$ cat config.mk
export PLATFORM = sky130hd
export DESIGN_NAME = pmac_ctrl
export DESIGN_NICKNAME = d
export VERILOG_FILES = /design/src/pmac_ctrl.v /design/src/pmac_idle_timer.v
export VERILOG_INCLUDE_DIRS = /design/src /design/src/src
export SDC_FILE = /design/constraint.sdc
export NUM_CORES = 1
export LEC_CHECK = 0
export CAP_MARGIN = 0
export CORE_MARGIN = 5
export CORE_UTILIZATION = 34
export DETAILED_ROUTE_END_ITERATION = 8
export DONT_BUFFER_PORTS = 1
export HOLD_SLACK_MARGIN = 0.1
export MAX_ROUTING_LAYER = met4
export SETUP_SLACK_MARGIN = 0.1
export SLEW_MARGIN = 20
export SYNTH_ARGS = -nofsm -noshare
export SYNTH_HDL_FRONTEND = slang
export SYNTH_SLANG_ARGS = --single-unit
$ cat constraint.sdc
create_clock -name mclk -period 4.3 [get_ports mclk]
set_input_delay 0.86 -clock mclk [delete_from_list [all_inputs] [get_ports mclk]]
set_output_delay 0.86 -clock mclk [all_outputs]
set_load 0.02 [all_outputs]
$ cat src/pmac_defines.vh
// Register map, field positions, reset values and timing constants of the power-mode block.
`ifndef PMAC_DEFINES_VH
`define PMAC_DEFINES_VH

// ********************************************************************
// Register offsets
// ********************************************************************
`define PMAC_ADDR_RESET_FLAG_CLEAR   8'h84
`define PMAC_ADDR_OPERATING_MODE     8'h88
`define PMAC_ADDR_UNIT_CLOCK_GATE    8'h8a
`define PMAC_ADDR_AUTOSLEEP_ENABLE   8'h8b
`define PMAC_ADDR_IDLE_TIMEOUT_LOW   8'h8c
`define PMAC_ADDR_IDLE_TIMEOUT_HIGH  8'h8d
`define PMAC_ADDR_GLOBAL_IRQ_STATUS  8'h91

// ********************************************************************
// Field positions
// ********************************************************************
`define PMAC_FAIL_CLEAR_BIT          0
`define PMAC_KEYSCAN_GATE_BIT        0
`define PMAC_PWM_GATE_BIT            2
`define PMAC_AUTOSLEEP_BIT           0
`define PMAC_SUPPLY_FAIL_BIT         7
`define PMAC_TIMEOUT_HIGH_MSB        2
`define PMAC_IRQ_LIVE_MASK           7'h4f

// ********************************************************************
// Mode encodings and reset values
// ********************************************************************
`define PMAC_MODE_SLEEP              2'h0
`define PMAC_MODE_NORMAL             2'h1
`define PMAC_RST_MODE                2'h1
`define PMAC_RST_KEYSCAN_GATE        1'h0
`define PMAC_RST_PWM_GATE            1'h0
`define PMAC_RST_AUTOSLEEP           1'h0
`define PMAC_RST_TIMEOUT_LOW         8'hff
`define PMAC_RST_TIMEOUT_HIGH        3'h0
`define PMAC_RST_SUPPLY_FAIL         1'h1

// ********************************************************************
// Timing
// ********************************************************************
`define PMAC_TICK_US                 4000
`define PMAC_CLK_MHZ                 100

`endif

$ cat src/pmac_ctrl.v
// Power-mode, clock-gate and auto-sleep control with its host register file.
`timescale 1ns/1ps
`default_nettype none
`include "pmac_defines.vh"

module pmac_ctrl #(
	parameter integer TICK_CYCLES = `PMAC_TICK_US * `PMAC_CLK_MHZ
) (
	input  wire       mclk,             // System clock, 100 MHz.
	input  wire       sys_rst,          // Power-on or reset pin, async, active high.
	input  wire       soft_reset_done,  // Pulse as a software reset completes.
	input  wire [7:0] reg_addr,         // Register address from the serial slave.
	input  wire [7:0] reg_wdata,        // Register write data.
	input  wire       reg_wr,           // Register write strobe, one cycle.
	input  wire       reg_rd,           // Register read strobe, one cycle.
	input  wire       key_event,        // Keypad activity pulse.
	input  wire       wake_event,       // Wake-up request while asleep.
	input  wire [6:0] irq_sources,      // Status bits of the other blocks.
	output reg  [7:0] reg_rdata,        // Read data, valid the cycle after reg_rd.
	output reg  [1:0] mode_select_field,    // Current operating mode.
	output reg        keyscan_clock_gate,   // Keypad scan clock enable.
	output reg        pwm_timer_clock_gate, // Shared PWM timer clock enable.
	output reg        pwm_force_off,        // Pulse that turns active PWM outputs off.
	output reg        supply_fail_flag,     // Supply-failure interrupt flag.
	output reg        asleep                // High while in sleep mode.
);

	// ********************************************************************
	// Register state
	// ********************************************************************
	reg        autosleep_enable_bit;
	reg [7:0]  timeout_low;
	reg [2:0]  timeout_high;
	wire [10:0] idle_timeout_value;
	wire        timer_expire;
	wire        timer_run;
	wire        activity;
	wire        host_access;
	reg  [1:0]  next_mode;
	reg         next_flag;
	reg  [7:0]  next_rdata;
	wire        wr_mode;
	wire        wr_flag_clear;
	wire        wr_clock_gate;
	wire        wr_autosleep;
	wire        wr_timeout_low;
	wire        wr_timeout_high;
	wire        flag_set;
	wire        flag_clear;
	wire        timeout_zero;
	wire        in_normal;
	wire [6:0]  live_sources;

	// State codes of the mode machine are the mode field codes themselves.
	localparam [1:0] ST_SLEEP  = `PMAC_MODE_SLEEP;
	localparam [1:0] ST_NORMAL = `PMAC_MODE_NORMAL;
	// Status positions that carry a live source; the others are reserved.
	localparam [6:0] LIVE_MASK = `PMAC_IRQ_LIVE_MASK;

	// Decoded write strobe for one register address.
	function wr_hit;
		input [7:0] addr;
		input [7:0] target;
		input       strobe;
		begin
			wr_hit = strobe && (addr == target);
		end
	endfunction

	assign idle_timeout_value = {timeout_high, timeout_low};
	// Reads count as activity too, so a host that polls keeps the device awake.
	assign host_access        = reg_wr || reg_rd;
	assign activity           = host_access || key_event;

	// ********************************************************************
	// Write strobe decode
	// ********************************************************************
	assign wr_mode         = wr_hit(reg_addr, `PMAC_ADDR_OPERATING_MODE, reg_wr);
	assign wr_flag_clear   = wr_hit(reg_addr, `PMAC_ADDR_RESET_FLAG_CLEAR, reg_wr);
	assign wr_clock_gate   = wr_hit(reg_addr, `PMAC_ADDR_UNIT_CLOCK_GATE, reg_wr);
	assign wr_autosleep    = wr_hit(reg_addr, `PMAC_ADDR_AUTOSLEEP_ENABLE, reg_wr);
	assign wr_timeout_low  = wr_hit(reg_addr, `PMAC_ADDR_IDLE_TIMEOUT_LOW, reg_wr);
	assign wr_timeout_high = wr_hit(reg_addr, `PMAC_ADDR_IDLE_TIMEOUT_HIGH, reg_wr);
	assign flag_set        = soft_reset_done;
	assign flag_clear      = wr_flag_clear && reg_wdata[`PMAC_FAIL_CLEAR_BIT];

	// ********************************************************************
	// Idle timer control
	// ********************************************************************
	assign timeout_zero = (idle_timeout_value == 11'h000);
	assign in_normal    = (mode_select_field == ST_NORMAL);

	// Counting only in normal mode with a non-zero timeout.
	assign timer_run = autosleep_enable_bit
	                && !timeout_zero
	                && in_normal;

	// ********************************************************************
	// Global status bits
	// ********************************************************************
	genvar gi;
	generate
		for (gi = 0; gi < 7; gi = gi + 1)
		begin : g_live
			// Reserved status positions read as zero whatever the source shows.
			assign live_sources[gi] = irq_sources[gi] & LIVE_MASK[gi];
		end
	endgenerate

	// ********************************************************************
	// Idle timer
	// ********************************************************************
	// The timer reloads itself on activity, so expiry needs unbroken idle time.
	pmac_idle_timer #(
		.TICK_CYCLES (TICK_CYCLES),
		.TW          (11)
	) u_idle (
		.mclk    (mclk),
		.sys_rst (sys_rst),
		.run     (timer_run),
		.restart (activity),
		.timeout (idle_timeout_value),
		.expire  (timer_expire)
	);

	// ********************************************************************
	// Mode next state
	// ********************************************************************
	always @*
	begin
		next_mode = mode_select_field;
		case (mode_select_field)
			ST_SLEEP:
			begin
				// A mode write outranks a wake request in the same cycle.
				if (wr_mode && (reg_wdata[1:0] == ST_NORMAL))
					next_mode = ST_NORMAL;
				else if (!wr_mode && wake_event)
					next_mode = ST_NORMAL;
			end
			ST_NORMAL:
			begin
				// Reserved codes with the upper bit set leave the mode alone.
				if (wr_mode && (reg_wdata[1:0] == ST_SLEEP))
					next_mode = ST_SLEEP;
				else if (!wr_mode && timer_expire && timer_run)
					next_mode = ST_SLEEP;
			end
			default:
			begin
				// The reserved codes are never entered; recover to operation.
				next_mode = ST_NORMAL;
			end
		endcase
	end

	// ********************************************************************
	// Supply-failure flag next state
	// ********************************************************************
	always @*
	begin
		next_flag = supply_fail_flag;
		// A reset ending in the clearing cycle still leaves the flag set.
		if (flag_set)
			next_flag = 1'b1;
		else if (flag_clear)
			next_flag = 1'b0;
	end

	// ********************************************************************
	// Supply-failure flag register
	// ********************************************************************
	always @(posedge mclk or posedge sys_rst)
	begin
		if (sys_rst)
			supply_fail_flag <= `PMAC_RST_SUPPLY_FAIL;
		else
			supply_fail_flag <= next_flag;
	end

	// ********************************************************************
	// Mode, PWM-off pulse and sleep-state outputs
	// ********************************************************************
	always @(posedge mclk or posedge sys_rst)
	begin
		if (sys_rst)
		begin
			mode_select_field <= `PMAC_RST_MODE;
			pwm_force_off     <= 1'b0;
			asleep            <= 1'b0;
		end
		else
		begin
			mode_select_field <= next_mode;
			// Turn PWM outputs off only on the step from operation into sleep.
			pwm_force_off     <= (mode_select_field == `PMAC_MODE_NORMAL)
			                  && (next_mode == `PMAC_MODE_SLEEP);
			// Sleep follows the next mode so it never lags the mode field.
			asleep            <= (next_mode == `PMAC_MODE_SLEEP);
		end
	end

	// ********************************************************************
	// Writable configuration registers
	// ********************************************************************
	always @(posedge mclk or posedge sys_rst)
	begin
		if (sys_rst)
		begin
			keyscan_clock_gate   <= `PMAC_RST_KEYSCAN_GATE;
			pwm_timer_clock_gate <= `PMAC_RST_PWM_GATE;
		end
		else if (wr_clock_gate)
		begin
			keyscan_clock_gate   <= reg_wdata[`PMAC_KEYSCAN_GATE_BIT];
			pwm_timer_clock_gate <= reg_wdata[`PMAC_PWM_GATE_BIT];
		end
	end

	always @(posedge mclk or posedge sys_rst)
	begin
		if (sys_rst)
			autosleep_enable_bit <= `PMAC_RST_AUTOSLEEP;
		else if (wr_autosleep)
			autosleep_enable_bit <= reg_wdata[`PMAC_AUTOSLEEP_BIT];
	end

	// ********************************************************************
	// Idle timeout registers
	// ********************************************************************
	// The halves load independently, so a host changing both writes twice.
	always @(posedge mclk or posedge sys_rst)
	begin
		if (sys_rst)
			timeout_low <= `PMAC_RST_TIMEOUT_LOW;
		else if (wr_timeout_low)
			timeout_low <= reg_wdata;
	end

	always @(posedge mclk or posedge sys_rst)
	begin
		if (sys_rst)
			timeout_high <= `PMAC_RST_TIMEOUT_HIGH;
		else if (wr_timeout_high)
			timeout_high <= reg_wdata[`PMAC_TIMEOUT_HIGH_MSB:0];
	end

	// ********************************************************************
	// Read data
	// ********************************************************************
	always @*
	begin
		next_rdata = 8'h00;
		// Reserved bits and unmapped or write-only addresses read as zero.
		if (reg_addr == `PMAC_ADDR_OPERATING_MODE)
			next_rdata = {6'h00, mode_select_field};
		else if (reg_addr == `PMAC_ADDR_UNIT_CLOCK_GATE)
			next_rdata = {5'h00, pwm_timer_clock_gate, 1'b0, keyscan_clock_gate};
		else if (reg_addr == `PMAC_ADDR_AUTOSLEEP_ENABLE)
			next_rdata = {7'h00, autosleep_enable_bit};
		else if (reg_addr == `PMAC_ADDR_IDLE_TIMEOUT_LOW)
			next_rdata = timeout_low;
		else if (reg_addr == `PMAC_ADDR_IDLE_TIMEOUT_HIGH)
			next_rdata = {5'h00, timeout_high};
		else if (reg_addr == `PMAC_ADDR_GLOBAL_IRQ_STATUS)
			next_rdata = {supply_fail_flag, live_sources};
	end

	// ********************************************************************
	// Read data register
	// ********************************************************************
	// Read data holds between reads so a slow serial slave can shift it out.
	always @(posedge mclk or posedge sys_rst)
	begin
		if (sys_rst)
			reg_rdata <= 8'h00;
		else if (reg_rd)
			reg_rdata <= next_rdata;
	end

endmodule

`default_nettype wire

$ cat src/pmac_idle_timer.v
// Idle timer that counts whole 4 ms units down from the programmed timeout.
`timescale 1ns/1ps
`default_nettype none

module pmac_idle_timer #(
	parameter integer TICK_CYCLES = 400000,
	parameter integer TW          = 11
) (
	input  wire          mclk,     // System clock.
	input  wire          sys_rst,  // Asynchronous reset, active high.
	input  wire          run,      // Timer may count.
	input  wire          restart,  // Activity seen, reload the timeout.
	input  wire [TW-1:0] timeout,  // Idle time in 4 ms units.
	output reg           expire    // One-cycle pulse when the idle time elapses.
);

	localparam integer PW       = $clog2(TICK_CYCLES);
	localparam integer LAST_INT = TICK_CYCLES - 1;
	// Terminal prescaler count, cut to the prescaler width on purpose.
	localparam [PW-1:0] LAST    = LAST_INT[PW-1:0];

	reg [PW-1:0] prescale;
	reg [TW-1:0] units;

	// ********************************************************************
	// Prescaler and unit counter
	// ********************************************************************
	always @(posedge mclk or posedge sys_rst)
	begin
		if (sys_rst)
		begin
			prescale <= {PW{1'b0}};
			units    <= {TW{1'b0}};
			expire   <= 1'b0;
		end
		else if (!run || restart)
		begin
			// Any activity restarts a full idle interval.
			prescale <= {PW{1'b0}};
			units    <= timeout;
			expire   <= 1'b0;
		end
		else if (prescale == LAST)
		begin
			prescale <= {PW{1'b0}};
			if (units == {{(TW-1){1'b0}}, 1'b1})
			begin
				units  <= timeout;
				expire <= 1'b1;
			end
			else
			begin
				units  <= units - {{(TW-1){1'b0}}, 1'b1};
				expire <= 1'b0;
			end
		end
		else
		begin
			prescale <= prescale + {{(PW-1){1'b0}}, 1'b1};
			expire   <= 1'b0;
		end
	end

endmodule

`default_nettype wire

==> metrics <==
status completed; synthesis-stage register bit count 58; Setup TNS Final 0 ns; hold buffer count at CTS 0; Initial Util 34.5%; Worst Skew 0.0154 ns; Nets 336; total die area 11300 sq um; Post-synth EDFFs 0; Hold EP u_idle.prescale[0]; Iteration-0 DRC Markers 159; crit path capture type flop; grt met1 use approximately 18%; routed vias/inst 5.45; startpoint types flop; met2 global-route usage 19.9%; Net Count, Synth 333; clk_lat worst skew 0.34 ns; PD cells 340 nW/um^2; pin count of the biggest net entering global routing 37; hold crit path type reg -> reg; largest area contributor in the synthesized netlist dfrtp_1; clock sink total 58; worst-margin pin slew roughly 0.81 ns; RSZ-0062 raised after global routing no; Pleak ~1.4 nW; CTS H-tree depth 3; Post-synth top flop dfrtp_1; final number of hold-violating endpoints 0; layout cells sized above 1 a little under a fifth; gpl congestion 0.928; post-route clock period utilization between 60% and 70%; Post-Route Utilization 37.5%; FMAX 354 MHz; Max FO, Critical Path 22; Hold Crit Start u_idle.prescale[0]; Mapped Area 3140 sq um; std cell rows 35; most used routing layer met2; WL final slightly above 7 mm; DR DRC count 0; count leader, synth dfrtp_1; Synth Warn # 0; clock buffer depth 2; drt first pass iters 4; top post-synthesis cells by area dfrtp_1, dfstp_2, mux2_4; CTS tree built; worst r2r src u_idle.prescale[0]; Slew Limit Fails 0; crit path DAT 3.07 ns; cells on worst reg2reg path 7; CP max-delay cell nor3_4; Period minus WS final 2.82 ns; Root Driver clkbuf_8; total of max-cap violations 0; Post-DRT Antenna Nets 0; grt met3 use 3.16%; antenna violations before repair 0; Post-Place Cell Area between 3000 and 4000 sq um; Ports 45; via count 2282; Cells after Synth 300; core area 9110 sq um; Seq/Total Area, Yosys 46.6%; CP Class reg -> reg; final instance area 3420 sq um; vias in the first global route roughly 2300; post-CTS setup buffers 0; first-pass GRT wire length 11.6 mm; Unique masters post-synth 59; Die X 106 um; drt wl/cell 16.8 um; CTS buffer count 9; Hold Path Stages 1; grt total ovfl 0; Mean Syn Cell Area approximately 10 sq um; Cell Chain, Critical Path ha_1, and4_4, nand4_4, nor3_4, nand2b_1, o22ai_1, a31oi_1; clock slew at reported path FFs approximately 0.07 ns; post-cts sizing count 0; CP required 4.55 ns; commonest cells in the netlist dfrtp_1, nor2_1, nand2_1, nand3_1, a21oi_1; DIE HEIGHT 106 um; Async S/R FF share, synth 100%; Final HPWL DP 5.06 mm; gr usage total 13.4%; port bufs 0; worst reg-to-reg setup slack 1.48 ns; Area Overhead vs Synth 8.84%; max incr delay on CP 0.70 ns; Yosys top cell area share 38.2%; Peak supply drop 0.170 mV; number of setup violations in the final report 0; # diodes 0; Crit Reg-Reg Endpoint u_idle.units[0]; worst rel slew slack 45.9%
## metrics by stage
stage / hold slack, ns / total power (W) / setup WS, ns / cells
after floorplan: 0.446 / 0.000662 / 2.03 / 300
after global placement: 0.465 / 0.000677 / 1.56 / 403
after detailed placement: 0.476 / 0.000678 / 1.56 / 403
after CTS: 0.488 / 0.00118 / 1.44 / 419
after global routing: 0.523 / 0.00122 / 1.24 / 419
final: 0.483 / 0.00116 / 1.48 / 419
## registers in the layout (all words and copies together) (netlist names)
| signal | cells |
|---|---|
| timeout_high | 3 |
| pwm_force_off | 1 |
| keyscan_clock_gate | 1 |
| u_idle.units | 11 |
| timeout_low | 8 |
| pwm_timer_clock_gate | 1 |
| asleep | 1 |
| u_idle.expire | 1 |
| reg_rdata | 8 |
| autosleep_enable_bit | 1 |
| mode_select_field | 2 |
| u_idle.prescale | 19 |
| supply_fail_flag | 1 |
## logic make-up (layout without fill, tap and decap cells)
| family | Yosys count | in the layout | synth area share (%) |
|---|---|---|---|
| xor+xnor | 17 | 17 | 4.74 |
| mux | 16 | 16 | 6.61 |
| compound gates | 63 | 63 | 13.8 |
| other cells | 1 | 1 | 0.119 |
| flops | 58 | 58 | 46.6 |
| fa+ha+maj | 3 | 3 | 1.20 |
| buf+inv | 20 | 28 | 3.27 |
| simple gates | 122 | 122 | 23.7 |
## how the worst max path moves through the flow
stage | from | end | slack, ns | cells after the start
6_report | u_idle.prescale[0] | u_idle.units[0] | 1.48 | 7
5_1_grt | u_idle.prescale[0] | u_idle.units[0] | 1.24 | 7
4_1_cts | u_idle.prescale[0] | u_idle.units[0] | 1.44 | 7
3_5_place_dp | u_idle.prescale[0] | u_idle.units[0] | 1.56 | 7
3_3_place_gp | u_idle.prescale[0] | u_idle.units[0] | 1.56 | 7
2_1_floorplan | sys_rst | asleep | 2.03 | 1
## power breakdown
part,leakage [nW],switching [W],internal (W)
Sequential,0.766,0.0000198,0.000562
Clock,0.0954,0.000229,0.000266
Combinational,0.573,0.0000496,0.0000369
Total,1.43,0.000298,0.000865
## per-layer routing
metal | part of all wire (%) | up-vias
li1 | - | 1101
met1 | 47 | 1122
met2 | 47 | 53
met3 | 4.4 | 6
met4 | 1.2 | 0
met5 | 0 | -
## layout make-up
| type | instances | area [sq um] |
|---|---|---|
| multi-input cells | 222 | 1570 |
| fillers | 917 | 5690 |
| clock buffers | 9 | 124 |
| flip-flops and latches | 58 | 1460 |
| repair buffers | 1 | 7.51 |
| inverters | 11 | 41.3 |
| clock inverters | 7 | 68.8 |
| well taps | 111 | 139 |
## critical path: cells and delay by family, from the launching register on
family,cells,cell delay (ns)
adder cells (fa/ha/maj),1,0.22
AO/OA/AOI/OAI,2,0.36
flip-flops,1,0.38
AND/OR/NAND/NOR,4,1.77
## cells in the final DEF (no fill, tap or decap), types with 9 or more instances in the layout
cell / instances
a21oi_1: 13
clkbuf_8: 9
dfrtp_1: 48
dfstp_2: 10
inv_1: 10
nand2_1: 20
nand3_1: 16
nor2_1: 31
o21ai_0: 11
xor2_1: 10
Power figures use the tool's default switching activity.
